**src/deirq_pkg.sv**
```systemverilog
// Constants, field layouts and carrier types of the display-link error interrupt block.
package deirq_pkg;

    localparam int unsigned ADDR_W = 8;
    localparam int unsigned DATA_W = 8;

    localparam logic [7:0] OFS_GLOBAL_EN  = 8'he0;
    localparam logic [7:0] OFS_A_ENABLE   = 8'he1;
    localparam logic [7:0] OFS_B_ENABLE   = 8'he2;
    localparam logic [7:0] OFS_A_STATUS   = 8'he5;
    localparam logic [7:0] OFS_B_STATUS   = 8'he6;

    localparam int unsigned POS_GLOBAL_EN = 0;
    localparam int unsigned POS_PLL_UNLOCK = 0;

    // Implemented bits of each register; the rest read as zero.
    localparam logic [7:0] MASK_GLOBAL = 8'h01;
    localparam logic [7:0] MASK_A      = 8'hfd;
    localparam logic [7:0] MASK_B      = 8'hfc;

    localparam logic [7:0] RST_GLOBAL   = 8'h00;
    localparam logic [7:0] RST_A_ENABLE = 8'h00;
    localparam logic [7:0] RST_B_ENABLE = 8'h00;
    localparam logic [7:0] RST_A_STATUS = 8'h01;
    localparam logic [7:0] RST_B_STATUS = 8'h00;

    // One pulse per error class, packed at the status bit positions 7..2.
    typedef struct packed {
        logic unexpected_sync;
        logic checksum_fault;
        logic uncorrectable_header;
        logic corrected_header;
        logic link_protocol_fault;
        logic leader_bit_fault;
    } deirq_chan_err_t;

    typedef struct packed {
        logic [ADDR_W-1:0] addr;
        logic [DATA_W-1:0] wdata;
        logic              wr;
        logic              rd;
    } deirq_bus_req_t;

    typedef struct packed {
        logic [7:0] global_en;
        logic [7:0] a_enable;
        logic [7:0] b_enable;
        logic [7:0] a_status;
        logic [7:0] b_status;
        logic [7:0] rdata;
        logic       pll_lock_s1;
        logic       pll_lock_s2;
        logic       pll_lock_prev;
        logic       irq_drive;
    } deirq_state_t;

endpackage : deirq_pkg

```
**src/deirq_top.sv**
```systemverilog
// Error status registers and interrupt pin control of the display-link receiver.
`timescale 1ns/1ns
`default_nettype none
module deirq_top (
    input  wire logic                         MCLK,
    input  wire logic                         RST_B,
    input  wire logic [deirq_pkg::ADDR_W-1:0] ADDR,
    input  wire logic [deirq_pkg::DATA_W-1:0] WDATA,
    input  wire logic                         WR,
    input  wire logic                         RD,
    output logic      [deirq_pkg::DATA_W-1:0] RDATA,
    input  wire deirq_pkg::deirq_chan_err_t   ERR_A,
    input  wire deirq_pkg::deirq_chan_err_t   ERR_B,
    input  wire logic                         PLL_LOCK,
    output logic                              IRQ_O,
    output logic                              IRQ_OE
);

    deirq_pkg::deirq_state_t st_r;
    deirq_pkg::deirq_state_t st_nxt;
    deirq_pkg::deirq_bus_req_t req;

    logic [7:0] a_set;
    logic [7:0] b_set;
    logic [7:0] a_clr;
    logic [7:0] b_clr;
    logic       pending;

    function automatic logic [7:0] latch_w1c(input logic [7:0] cur,
                                             input logic [7:0] set,
                                             input logic [7:0] clr,
                                             input logic [7:0] impl);
        // Hardware set wins over a clear in the same cycle.
        latch_w1c = ((cur & ~clr) | set) & impl;
    endfunction : latch_w1c

    always_comb begin
        req       = '0;
        req.addr  = ADDR;
        req.wdata = WDATA;
        req.wr    = WR;
        req.rd    = RD;
    end

    always_comb begin
        st_nxt = st_r;
        st_nxt.pll_lock_s1   = PLL_LOCK;
        st_nxt.pll_lock_s2   = st_r.pll_lock_s1;
        st_nxt.pll_lock_prev = st_r.pll_lock_s2;

        a_set = {ERR_A, 2'b00};
        a_set[deirq_pkg::POS_PLL_UNLOCK] = st_r.pll_lock_prev & ~st_r.pll_lock_s2;
        b_set = {ERR_B, 2'b00};
        a_clr = '0;
        b_clr = '0;

        if (req.wr) begin
            unique case (req.addr)
                deirq_pkg::OFS_GLOBAL_EN: st_nxt.global_en = req.wdata & deirq_pkg::MASK_GLOBAL;
                deirq_pkg::OFS_A_ENABLE:  st_nxt.a_enable  = req.wdata & deirq_pkg::MASK_A;
                deirq_pkg::OFS_B_ENABLE:  st_nxt.b_enable  = req.wdata & deirq_pkg::MASK_B;
                deirq_pkg::OFS_A_STATUS:  a_clr = req.wdata;
                deirq_pkg::OFS_B_STATUS:  b_clr = req.wdata;
                default: ;
            endcase
        end

        // Latching ignores the enables.
        st_nxt.a_status = latch_w1c(st_r.a_status, a_set, a_clr, deirq_pkg::MASK_A);
        st_nxt.b_status = latch_w1c(st_r.b_status, b_set, b_clr, deirq_pkg::MASK_B);

        st_nxt.rdata = '0;
        if (req.rd) begin
            unique case (req.addr)
                deirq_pkg::OFS_GLOBAL_EN: st_nxt.rdata = st_r.global_en;
                deirq_pkg::OFS_A_ENABLE:  st_nxt.rdata = st_r.a_enable;
                deirq_pkg::OFS_B_ENABLE:  st_nxt.rdata = st_r.b_enable;
                deirq_pkg::OFS_A_STATUS:  st_nxt.rdata = st_r.a_status;
                deirq_pkg::OFS_B_STATUS:  st_nxt.rdata = st_r.b_status;
                default:                  st_nxt.rdata = '0;
            endcase
        end

        pending = |(st_nxt.a_status & st_nxt.a_enable)
                | |(st_nxt.b_status & st_nxt.b_enable);
        st_nxt.irq_drive = st_nxt.global_en[deirq_pkg::POS_GLOBAL_EN] & pending;
    end

    always_ff @(posedge MCLK) begin
        if (!RST_B) begin
            st_r               <= '0;
            st_r.global_en     <= deirq_pkg::RST_GLOBAL;
            st_r.a_enable      <= deirq_pkg::RST_A_ENABLE;
            st_r.b_enable      <= deirq_pkg::RST_B_ENABLE;
            st_r.a_status      <= deirq_pkg::RST_A_STATUS;
            st_r.b_status      <= deirq_pkg::RST_B_STATUS;
        end else begin
            st_r <= st_nxt;
        end
    end

    assign RDATA  = st_r.rdata;
    assign IRQ_O  = st_r.irq_drive;
    assign IRQ_OE = st_r.irq_drive;

endmodule : deirq_top
`default_nettype wire

```
**config.mk**
```make
export PLATFORM = sky130hd
export DESIGN_NAME = deirq_top
export DESIGN_NICKNAME = d
export VERILOG_FILES = /design/src/deirq_pkg.sv /design/src/deirq_top.sv
export SDC_FILE = /design/constraint.sdc
export NUM_CORES = 1
export LEC_CHECK = 0
export BUFFER_PORTS_ARGS = -buffer_cell sky130_fd_sc_hd__buf_2
export CAP_MARGIN = 10
export CELL_PAD_IN_SITES_DETAIL_PLACEMENT = 0
export CELL_PAD_IN_SITES_GLOBAL_PLACEMENT = 1
export CORE_MARGIN = 1
export CORE_UTILIZATION = 36
export DETAILED_ROUTE_END_ITERATION = 10
export PLACE_DENSITY_LB_ADDON = 0.15
export SLEW_MARGIN = 0
export SYNTH_ARGS = -nofsm -noshare
export SYNTH_HDL_FRONTEND = slang
export SYNTH_SLANG_ARGS = --single-unit
```
**constraint.sdc**
```tcl
create_clock -name MCLK -period 2 [get_ports MCLK]
set_clock_uncertainty 0.2 [all_clocks]
set_input_delay 0 -clock MCLK [delete_from_list [all_inputs] [get_ports MCLK]]
set_output_delay 0 -clock MCLK [all_outputs]
set_load 0.02 [all_outputs]
```
==> load_flow_metrics.sql, run 1 <==
INSERT INTO impl_metrics (metric_group, metric, value, unit) VALUES
('route', 'detailed_routing_iterations_pass_1', '4', ''),
('timing', 'post-route-period-util', '92.8', '%'),
('timing', 'final-max-slew-violation-count', '0', ''),
('cells_and_area', 'post-route-util', '52.9', '%'),
('worst_setup_path', 'worst_ep_required_time', '1.99', 'ns'),
('synthesis', 'main_combinational_cell_family_by_area_after_synthesis', 'simple AND/OR/NAND/NOR gates', ''),
('worst_setup_path', 'cp_cell_sequence', 'buf_2 -> or3b_4 -> nor3_2 -> buf_4 -> nand3_1 -> a21oi_1 -> dlygate4sd3_1 -> nor2b_1', ''),
('timing', 'rsz0062_at_grt', 'no', ''),
('route', 'vias_per_cell', '5.08', ''),
('synthesis', 'yosysWarningCount', '0', ''),
('grt', 'grt_pass1_wl', '7.87', 'mm'),
('pwr', 'power_leakage', '0.981', 'nW'),
('floorplan', 'dieWidth', '71.8', 'µm'),
('hold_path', 'min_delay_path_depth', '5', ''),
('synthesis', 'synth_unique_cells', '41', ''),
('placed_design', 'detailed_place.area', '2090', 'µm²'),
('timing', 'finish_stage_setup_viols', '0', ''),
('floorplan', 'floorplan.die_area', '5160', 'µm²'),
('cells_and_area', 'area_delta_synth_final', '41.3', '%'),
('status', 'outcome', 'finished clean', ''),
('cells_and_area', 'regArea', '761', 'µm²'),
('worst_setup_path', 'worstSetupStartpointType', 'input pin', ''),
('worst_setup_path', 'cp-end-kind', 'flip-flop', ''),
('timing', 'fmaxAchievable', '0.539', 'GHz'),
('route', 'via_count', '1590', ''),
('clocking', 'cts_root_buf', 'sky130_fd_sc_hd__clkbuf_8', ''),
('synthesis', 'postSynth.topFlopCell', 'sky130_fd_sc_hd__dfxtp_1', ''),
('clocking', 'h-tree-depth', '2', ''),
('cells_and_area', 'leading_cell_type_in_the_layout_fill_and_taps_excluded', 'sky130_fd_sc_hd__buf_2', ''),
('synthesis', 'synth_sequential_area_ratio', '43.3', '%'),
('synthesis', 'synth_simple_gate_area_share', '22.5', '%'),
('synthesis', 'post_synth.cell_area_avg', '9.81', 'µm²'),
('grt', 'grt_pass1_vias', '1586', ''),
('hold_path', 'hold_path.class', 'input pin to flip-flop', ''),
('placed_design', 'post-dp-hpwl', '3.28', 'mm'),
('synthesis', 'muxShareOfSynthArea', '8.05', '%'),
('cells_and_area', 'footprint_of_the_multi_input_gates', '885', 'µm²'),
('worst_setup_path', 'maximum_fanout_along_the_worst_path', '7', ''),
('cells_and_area', 'finish.net_count', '291', ''),
('grt', 'grt_overflow_total', '0', ''),
('synthesis', 'synth-seq-cells', '38', ''),
('pwr', 'power_density', '614', 'nW/µm²'),
('timing', 'finalHoldViolations', '0', ''),
('clocking', 'clock_latency', '0.28', 'ns'),
('route', 'drt.antenna.violating_nets', '0', ''),
('cells_and_area', 'most-common-layout-cells', 'sky130_fd_sc_hd__buf_2 (40), sky130_fd_sc_hd__dfxtp_1 (38), sky130_fd_sc_hd__dlygate4sd3_1 (29)', ''),
('synthesis', 'post_synth_inst_count', '179', ''),
('route', 'routed_wire_length_per_instance', '15.2', 'µm'),
('route', 'drc', '0', ''),
('floorplan', 'std_cell_rows', '25', ''),
('placed_design', 'place.gp.congestion', '0.757', ''),
('synthesis', 'share_of_flip_flops_with_an_asynchronous_set_or_reset', '0', '%'),
('clocking', 'post-cts-setup-buffer-count', '0', ''),
('synthesis', 'mappedNetlistArea', '1760', 'µm²'),
('clocking', 'clock_tree_from_tritoncts', 'built', ''),
('cells_and_area', 'drive_gt1_share', '28.2', '%'),
('worst_setup_path', 'timing.critical_path.arrival', '1.84', 'ns'),
('clocking', 'cts_max_path_buffers', '2', ''),
('job', 'max_cap_viol_count', '0', ''),
('timing', 'min_period', '1.86', 'ns'),
('floorplan', 'top_level_ports', '43', ''),
('floorplan', 'area_of_the_core', '4690', 'µm²'),
('cells_and_area', 'final_design_area_no_fill', '2480', 'µm²'),
('clocking', 'clkTransAtPathRegs', '0.08', 'ns'),
('synthesis', 'synth_compound_gate_area_share', '19.5', '%'),
('synthesis', 'postSynthNetCount', '212', ''),
('worst_setup_path', 'timing.setup.critical_path_class', 'input pin to flip-flop', ''),
('clocking', 'cts_inserted_buffers', '5', ''),
('floorplan', 'start_util', '37.4', '%'),
('worst_setup_path', 'worst_r2r_path_depth', '3', ''),
('worst_setup_path', 'crit_path_top_delay_cell', 'sky130_fd_sc_hd__dlygate4sd3_1', '');
## registers in the layout, summed over array words and instances, names as in the netlist
register / flops
st_nxt: 2
st_r: 28
IRQ_O: 1
RDATA: 7
## worst max-delay path, delay by kind of cell
family / cells / cell delay (ns)
AO/OA/AOI/OAI: 1 / 0.21
buffers and inverters: 3 / 0.86
AND/OR/NAND/NOR: 4 / 0.76
## area by class of cell
class | count | area share, %
Clock buffer | 6 | 3.33
Clock inverter | 2 | 0.504
Inverter | 2 | 0.303
Multi-Input combinational cell | 122 | 35.7
Sequential cell | 38 | 30.7
Tap cell | 54 | 2.72
Timing Repair Buffer | 89 | 26.8
## logic make-up after synthesis
kind of cell,Yosys count
other cells,1
simple gates,62
mux,14
flops,38
compound gates,45
buf+inv,19
## per-layer routing
layer,up-vias,GRT usage [%],wire length (µm)
li1,805,-,-
met1,732,27.1,2280
met2,47,33.0,2190
met3,6,4.50,231
met4,0,5.88,55
met5,-,0,0
## synthesized netlist by cell type (4+ instances only)
master,count,share of area (%)
sky130_fd_sc_hd__clkbuf_1,7,1.5
sky130_fd_sc_hd__nand3_1,5,1.4
sky130_fd_sc_hd__buf_4,9,3.8
sky130_fd_sc_hd__dfxtp_1,38,43
sky130_fd_sc_hd__a221oi_1,6,3.0
sky130_fd_sc_hd__a21oi_1,6,1.7
sky130_fd_sc_hd__nor2b_1,25,8.9
sky130_fd_sc_hd__nand2b_1,4,1.4
sky130_fd_sc_hd__mux2i_1,13,7.4
sky130_fd_sc_hd__a211oi_1,6,2.6
sky130_fd_sc_hd__and2_1,4,1.4
sky130_fd_sc_hd__nand2_1,9,1.9
sky130_fd_sc_hd__a22oi_1,7,3.0
## repair_timing
item / CTS / global route
hold endpoints to repair: 33 / 0
hold buffers: 29 / 0
setup endpoints to repair: 0 / 1
resized for setup: 0 / 1
## per-stage QoR
| stage | setup TNS, ns | setup WS, ns | hold slack [ns] | power, mW | std cells |
|---|---|---|---|---|---|
| after global placement | -0.155 | -0.131 | 0.00509 | 0.941 | 276 |
| after global routing | 0 | 0.0813 | 0.0728 | 1.60 | 313 |
| final | 0 | 0.144 | 0.0430 | 1.52 | 313 |
| after detailed placement | -0.208 | -0.196 | 0.0115 | 0.942 | 276 |
| after floorplan | 0 | 0.00941 | -0.0760 | 0.873 | 179 |
| after CTS | 0 | 0.0561 | 0.0346 | 1.54 | 313 |
## final timing paths
check,start,to,slack [ns]
max,ADDR[3],st_r[17]$_SDFF_PN0_,0.14
min,WR,st_r[25]$_SDFF_PN0_,0.04
max reg2reg,st_r[16]$_SDFF_PN0_,st_r[16]$_SDFF_PN0_,0.53
min reg2reg,st_nxt[2]$_SDFF_PN0_,st_nxt[1]$_SDFF_PN0_,0.23
## where the power goes
| group | total [mW] | internal [mW] | switching, mW |
|---|---|---|---|
| Sequential | 0.786 | 0.776 | 0.00992 |
| Combinational | 0.188 | 0.106 | 0.0811 |
| Clock | 0.550 | 0.277 | 0.273 |
| Total | 1.52 | 1.16 | 0.364 |
(Power assumes the default switching activity.)
==> run 2: changes to the inputs <==
clock period = 1.7 ns   (was 2 ns; I/O delays follow)
==> run 2 against run 1 <==
  * The flow now finishes with violations (negative hold slack, negative setup slack)
  * Worst hold slack worse by 0.050 ns
  * Combinational power is 21% higher
  * Wire length is 0.71% lower
  * Largest cell class unchanged
==> load_flow_metrics.sql, run 2 (synthesis gave the netlist of run 1 again) <==
INSERT INTO impl_metrics (metric_group, metric, value, unit) VALUES
('timing', 'final-max-slew-violation-count', '0', ''),
('route', 'vias_per_cell', '5.10', ''),
('timing', 'finish_stage_setup_viols', '1', ''),
('cells_and_area', 'most-common-layout-cells', 'sky130_fd_sc_hd__dfxtp_1 (38), sky130_fd_sc_hd__buf_2 (38), sky130_fd_sc_hd__buf_4 (36)', ''),
('worst_setup_path', 'maximum_fanout_along_the_worst_path', '7', ''),
('cells_and_area', 'area_delta_synth_final', '44.7', '%'),
('route', 'drt-initial-drc-count', '65', ''),
('grt', 'grt_pass1_vias', '1654', ''),
('status', 'violations', 'negative hold slack, negative setup slack', ''),
('cells_and_area', 'fillerInstances', '448', ''),
('placed_design', 'post-dp-hpwl', '3.46', 'mm'),
('timing', 'post-route-period-util', '103', '%'),
('pwr', 'fraction_of_power_spent_switching_nets', '24.1', '%'),
('timing', 'rsz0062_at_grt', 'yes', ''),
('hold_path', 'hold_path.class', 'input pin to flip-flop', ''),
('placed_design', 'port_buffers', '40', ''),
('floorplan', 'start_util', '37.4', '%'),
('pwr', 'power_density', '711', 'nW/µm²'),
('grt', 'grt_start_max_net_pins', '31', ''),
('pwr', 'ir_drop', '0.462', 'mV'),
('route', 'via_count', '1647', ''),
('cells_and_area', 'post-route-util', '54.1', '%'),
('pwr', 'flop_pwr_share', '51.2', '%'),
('clocking', 'hold_fix_buffers_cts', '23', ''),
('grt', 'grt_pass1_wl', '7.77', 'mm'),
('worst_setup_path', 'worst_ep_required_time', '1.68', 'ns'),
('route', 'routed_wire_length_per_instance', '14.6', 'µm'),
('clocking', 'cts_root_buf', 'sky130_fd_sc_hd__clkbuf_8', ''),
('grt', 'grt_use_total', '20.1', '%'),
('worst_setup_path', 'worstSetupStartpointType', 'input pin', ''),
('cells_and_area', 'largest_reg_flops', '28', ''),
('cells_and_area', 'drive_gt1_share', '33.8', '%'),
('clocking', 'cts.sinks', '38', ''),
('clocking', 'clock_latency', '0.29', 'ns'),
('job', 'max_cap_viol_count', '0', ''),
('pwr', 'power.clock.fraction', '36.2', '%'),
('worst_setup_path', 'cp-end-kind', 'flip-flop', ''),
('clocking', 'clock_tree_from_tritoncts', 'built', ''),
('worst_setup_path', 'timing.setup.critical_path_class', 'input pin to flip-flop', ''),
('pwr', 'power_leakage', '1.04', 'nW'),
('clocking', 'cts_max_path_buffers', '2', ''),
('route', 'detailed_routing_iterations_pass_1', '4', ''),
('pwr', 'combinationalPowerShare', '12.6', '%'),
('floorplan', 'floorplan.die_area', '5160', 'µm²'),
('grt', 'grt_overflow_total', '0', ''),
('floorplan', 'floorplan.die.height', '71.8', 'µm'),
('clocking', 'h-tree-depth', '2', ''),
('floorplan', 'std_cell_rows', '25', ''),
('route', 'totalWireLength', '4.73', 'mm'),
('route', 'drt.antenna.violating_nets', '0', ''),
('clocking', 'cts_inserted_buffers', '5', ''),
('timing', 'min_period', '1.76', 'ns'),
('cells_and_area', 'most_flop_heavy_register', 'st_r', ''),
('timing', 'hold-worst-slack', '-0.00662', 'ns'),
('route', 'drc', '0', ''),
('status', 'outcome', 'finished, violations left', ''),
('timing', 'finalHoldViolations', '1', ''),
('timing', 'postLayoutSetupSlackWorst', '-0.0589', 'ns'),
('floorplan', 'top_level_ports', '43', ''),
('floorplan', 'dieWidth', '71.8', 'µm'),
('floorplan', 'area_of_the_core', '4690', 'µm²'),
('placed_design', 'place.gp.congestion', '0.830', ''),
('clocking', 'clkTransAtPathRegs', '0.07', 'ns'),
('pwr', 'p_sw', '0.436', 'mW'),
('cells_and_area', 'antenna_cells_inserted', '0', ''),
('placed_design', 'dp_worst_setup_slack', '-0.493', 'ns'),
('cells_and_area', 'finish.net_count', '301', ''),
('worst_setup_path', 'timing.critical_path.arrival', '1.74', 'ns'),
('pwr', 'power', '1.80', 'mW'),
('grt', 'antenna_violations_before_repair', '0', ''),
('timing', 'fmaxAchievable', '0.569', 'GHz'),
('pwr', 'p_int', '1.37', 'mW');
==> run 2: cell count changes in the layout (fill, tap and decap cells not counted), sizes merged <==
cell and delta:
dlygate4sd3 -6, buf +16
==> run 2: cell type report <==
class                      instances  area (µm²)  area share, %
clock buffer                       6        82.6           3.25
tap                               54        67.6           2.66
clock inverter                     2        12.5          0.493
inverter                           2        7.51          0.296
timing repair buffer              99         713           28.1
sequential                        38         761           30.0
multi-input combinational        122         896           35.3
==> run 2: worst max-delay path, stage by stage <==
cell,delay [ns]
sky130_fd_sc_hd__buf_6,0.09
sky130_fd_sc_hd__or3b_4,0.45
sky130_fd_sc_hd__nor3_1,0.22
sky130_fd_sc_hd__buf_4,0.21
sky130_fd_sc_hd__nand2_1,0.07
sky130_fd_sc_hd__a21oi_1,0.25
sky130_fd_sc_hd__o221ai_1,0.16
sky130_fd_sc_hd__o31a_1,0.29
==> run 2: power by group through the flow <==
stage / Sequential, mW / Clock, mW / Combinational, mW
global placement: 0.945 / 0 / 0.179
floorplan: 0.942 / 0 / 0.0859
global route: 0.927 / 0.720 / 0.248
detailed placement: 0.946 / 0 / 0.180
CTS: 0.925 / 0.678 / 0.224
finish: 0.925 / 0.653 / 0.227
==> run 2: worst paths after layout <==
kind	startpoint	end	slack, ns	cells after the start
min reg2reg	st_nxt[2]$_SDFF_PN0_	st_nxt[1]$_SDFF_PN0_	0.23	1
max reg2reg	st_r[25]$_SDFF_PN0_	IRQ_O$_SDFF_PN0_	0.22	5
min	WDATA[5]	st_r[25]$_SDFF_PN0_	-0.007	5
max	ADDR[3]	IRQ_O$_SDFF_PN0_	-0.06	8
==> run 2: repair_timing <==
action	in CTS	in global routing
setup endpoints to repair	1	1
buffers inserted	1	0
hold endpoints to repair	32	1
gates resized for setup	1	3
==> run 2: per-stage QoR <==
stage	cell area [µm²]	setup TNS, ns	cells	hold slack [ns]
after global placement	2190	-3.34	291	0.00420
after CTS	2520	-0.0620	323	-0.0202
after detailed placement	2190	-3.51	291	0.0137
final	2540	-0.0589	323	-0.00662
after floorplan	1760	-0.269	179	-0.0760
after global routing	2540	-0.153	323	-0.00289
==> run 2: metal layers <==
metal,vias to the layer above,global-route usage (%),share of wire (%)
li1,822,-,-
met1,764,24.9,44
met2,53,33.2,46
met3,8,5.63,8.2
met4,0,7.41,1.8
met5,-,0,0
==> run 3: changes to the inputs <==
--- a/config.mk
+++ b/config.mk
@@ -13,4 +13,5 @@
 export CORE_UTILIZATION = 36
 export DETAILED_ROUTE_END_ITERATION = 10
+export GPL_ROUTABILITY_DRIVEN = 0
 export PLACE_DENSITY_LB_ADDON = 0.15
 export SLEW_MARGIN = 0
==> constraint.sdc (replaced) <==
create_clock -name MCLK -period 1.7 [get_ports MCLK]
set_clock_uncertainty 0.2 [all_clocks]
set_input_delay 0.34 -clock MCLK [delete_from_list [all_inputs] [get_ports MCLK]]
set_output_delay 0.34 -clock MCLK [all_outputs]
set_load 0.02 [all_outputs]
==> run 3 against run 2 <==
  * The flow finishes with violations (negative setup slack)
  * Count of clock-buffer cells in the layout up 2
  * First-iteration DRC count increased by 4.6%
  * Clock power rose by 13%
  * Sequential cell count unchanged
  * Die area unchanged
  * Critical path depth did not move
  * Worst hold slack better by 0.066 ns
  * Sequential power hardly changed
  * Via count grew 2.1%
  * Final area up 5.1%
  * Critical endpoint unchanged
  * Largest cell class unchanged
==> load_flow_metrics.sql, run 3 (synthesis gave the netlist of run 1 again) <==
INSERT INTO impl_metrics (metric_group, metric, value, unit) VALUES
('cells_and_area', 'largest_reg_flops', '28', ''),
('route', 'drc', '0', ''),
('grt', 'grt_start_max_net_pins', '31', ''),
('grt', 'grt_pass1_vias', '1622', ''),
('timing', 'final-max-slew-violation-count', '0', ''),
('clocking', 'clock_latency', '0.29', 'ns'),
('worst_setup_path', 'critical_path.most_common_cell', 'sky130_fd_sc_hd__buf_6', ''),
('timing', 'finalHoldViolations', '0', ''),
('clocking', 'hold_fix_buffers_cts', '0', ''),
('cells_and_area', 'fillerInstances', '406', ''),
('route', 'vias_per_cell', '5.35', ''),
('floorplan', 'std_cell_rows', '25', ''),
('timing', 'fmaxAchievable', '0.479', 'GHz'),
('cells_and_area', 'drive_gt1_share', '50.8', '%'),
('grt', 'grt_pass1_wl', '8.12', 'mm'),
('timing', 'finish_stage_setup_viols', '16', ''),
('floorplan', 'dieWidth', '71.8', 'µm'),
('worst_setup_path', 'worst_r2r_path_depth', '4', ''),
('worst_setup_path', 'largest_stage_delay_on_the_critical_path', '0.46', 'ns'),
('floorplan', 'top_level_ports', '43', ''),
('timing', 'post-route-period-util', '123', '%'),
('route', 'detailed_routing_iterations_pass_1', '4', ''),
('worst_setup_path', 'crit_path_top_delay_cell', 'sky130_fd_sc_hd__or3b_4', ''),
('cells_and_area', 'final_design_area_no_fill', '2670', 'µm²'),
('worst_setup_path', 'maximum_fanout_along_the_worst_path', '6', ''),
('pwr', 'power_leakage', '1.08', 'nW'),
('worst_setup_path', 'cp-end-kind', 'flip-flop', ''),
('hold_path', 'hold_path.class', 'input pin to flip-flop', ''),
('clocking', 'clkTransAtPathRegs', '0.08', 'ns'),
('floorplan', 'floorplan.die_area', '5160', 'µm²'),
('placed_design', 'post-dp-hpwl', '3.53', 'mm'),
('worst_setup_path', 'cp_cell_sequence', 'buf_6 -> or3b_4 -> nor4_4 -> buf_6 -> mux2i_4 -> o21bai_2 -> o221ai_1 -> o31a_1', ''),
('route', 'routed_wire_length_per_instance', '17.1', 'µm'),
('pwr', 'ir_drop', '0.545', 'mV'),
('clocking', 'cts.sinks', '38', ''),
('timing', 'min_period', '2.09', 'ns'),
('clocking', 'cts_max_path_buffers', '2', ''),
('cells_and_area', 'most-common-layout-cells', 'sky130_fd_sc_hd__dfxtp_1 (38), sky130_fd_sc_hd__buf_2 (38), sky130_fd_sc_hd__buf_4 (38)', ''),
('cells_and_area', 'area_delta_synth_final', '52.1', '%'),
('clocking', 'clock_tree_from_tritoncts', 'built', ''),
('worst_setup_path', 'rr_startpoint', 'st_r[16]$_SDFF_PN0_', ''),
('route', 'totalWireLength', '5.36', 'mm'),
('status', 'outcome', 'finished, violations left', ''),
('route', 'drt.antenna.violating_nets', '0', ''),
('worst_setup_path', 'timing.setup.critical_path_class', 'input pin to flip-flop', ''),
('grt', 'antenna_violations_before_repair', '0', ''),
('worst_setup_path', 'worst_ep_required_time', '1.69', 'ns'),
('floorplan', 'floorplan.die.height', '71.8', 'µm'),
('job', 'max_cap_viol_count', '0', ''),
('worst_setup_path', 'endpoint', 'IRQ_O$_SDFF_PN0_', ''),
('cells_and_area', 'post-route-util', '56.9', '%'),
('worst_setup_path', 'setup.worst_path.start', 'ADDR[4]', ''),
('pwr', 'power_density', '710', 'nW/µm²'),
('route', 'via_count', '1681', ''),
('worst_setup_path', 'timing.rr.end', 'IRQ_O$_SDFF_PN0_', ''),
('floorplan', 'start_util', '37.4', '%'),
('worst_setup_path', 'worstSetupStartpointType', 'input pin', ''),
('cells_and_area', 'most_flop_heavy_register', 'st_r', ''),
('clocking', 'h-tree-depth', '2', ''),
('route', 'drt-initial-drc-count', '68', ''),
('clocking', 'cts_inserted_buffers', '5', ''),
('floorplan', 'area_of_the_core', '4690', 'µm²'),
('timing', 'rsz0062_at_grt', 'yes', ''),
('cells_and_area', 'antenna_cells_inserted', '0', ''),
('worst_setup_path', 'setup.reg_to_reg.worst_slack', '0.26', 'ns'),
('placed_design', 'port_buffers', '40', ''),
('placed_design', 'numPlacedInstances', '292', ''),
('pwr', 'power', '1.89', 'mW'),
('cells_and_area', 'final_cells', '314', ''),
('worst_setup_path', 'timing.critical_path.arrival', '2.07', 'ns'),
('cells_and_area', 'finish.net_count', '292', ''),
('grt', 'grt_overflow_total', '0', ''),
('grt', 'grt_use_total', '20.7', '%'),
('timing', 'postLayoutSetupSlackWorst', '-0.386', 'ns'),
('placed_design', 'detailed_place.area', '2210', 'µm²'),
('clocking', 'cts_root_buf', 'sky130_fd_sc_hd__clkbuf_8', ''),
('status', 'violations', 'negative setup slack', '');
==> run 3: changes by cell type in the layout (fill, tap and decap cells not counted), sizes merged <==
cell and delta:
clkbuf +2, clkinvlp -1, buf +14, dlygate4sd3 -23, clkinv -1
==> run 3: where the power goes <==
part,internal [mW],switching (mW)
Combinational,0.117,0.113
Sequential,0.913,0.0139
Clock,0.410,0.327
==> run 3: final cells by class <==
cell class              count  area, µm²  share of cell area (%)
multi-input cells         122       1080                    40.5
clock buffers               8        110                    4.12
inverters                   2       7.51                   0.281
well taps                  54       67.6                    2.53
flip-flops and latches     38        761                    28.5
repair buffers             90        642                    24.0
==> run 3: repair_timing <==
item | CTS | global route
gates cloned | 0 | 1
pin swaps | 8 | 6
endpoints found under the setup margin | 25 | 23
gates resized for setup | 26 | 28
setup buffers | 6 | 7
==> run 3: routing by layer <==
layer	vias up	GRT usage, %	routed length, µm
met4	0	6.54	45
met3	7	5.20	245
met1	824	25.9	2390
met2	46	34.9	2680
li1	804	-	-
met5	-	0	0
==> run 3: per-stage QoR <==
step / setup WS, ns / TNS (ns) / hold WS, ns
after floorplan: -0.609 / -5.60 / 0.212
after global placement: -0.808 / -13.44 / 0.214
after detailed placement: -0.841 / -13.69 / 0.229
after CTS: -0.411 / -1.90 / 0.0565
after global routing: -0.472 / -3.45 / 0.0652
final: -0.386 / -2.74 / 0.0592
==> run 3: critical path, delay by kind of cell <==
| kind | cells | cell delay [ns] |
|---|---|---|
| AND/OR/NAND/NOR | 2 | 0.66 |
| AO/OA/AOI/OAI | 3 | 0.58 |
| buffers and inverters | 2 | 0.26 |
| multiplexers | 1 | 0.23 |
==> run 3: worst min-delay path by stage <==
stage,startpoint,endpoint,slack [ns],depth (start not counted)
floorplan,st_nxt[2]$_SDFF_PN0_,st_nxt[1]$_SDFF_PN0_,0.21,1
global placement,st_nxt[2]$_SDFF_PN0_,st_nxt[1]$_SDFF_PN0_,0.21,1
detailed placement,st_nxt[2]$_SDFF_PN0_,st_nxt[1]$_SDFF_PN0_,0.23,1
CTS,PLL_LOCK,st_nxt[2]$_SDFF_PN0_,0.06,2
global route,PLL_LOCK,st_nxt[2]$_SDFF_PN0_,0.07,2
finish,PLL_LOCK,st_nxt[2]$_SDFF_PN0_,0.06,2
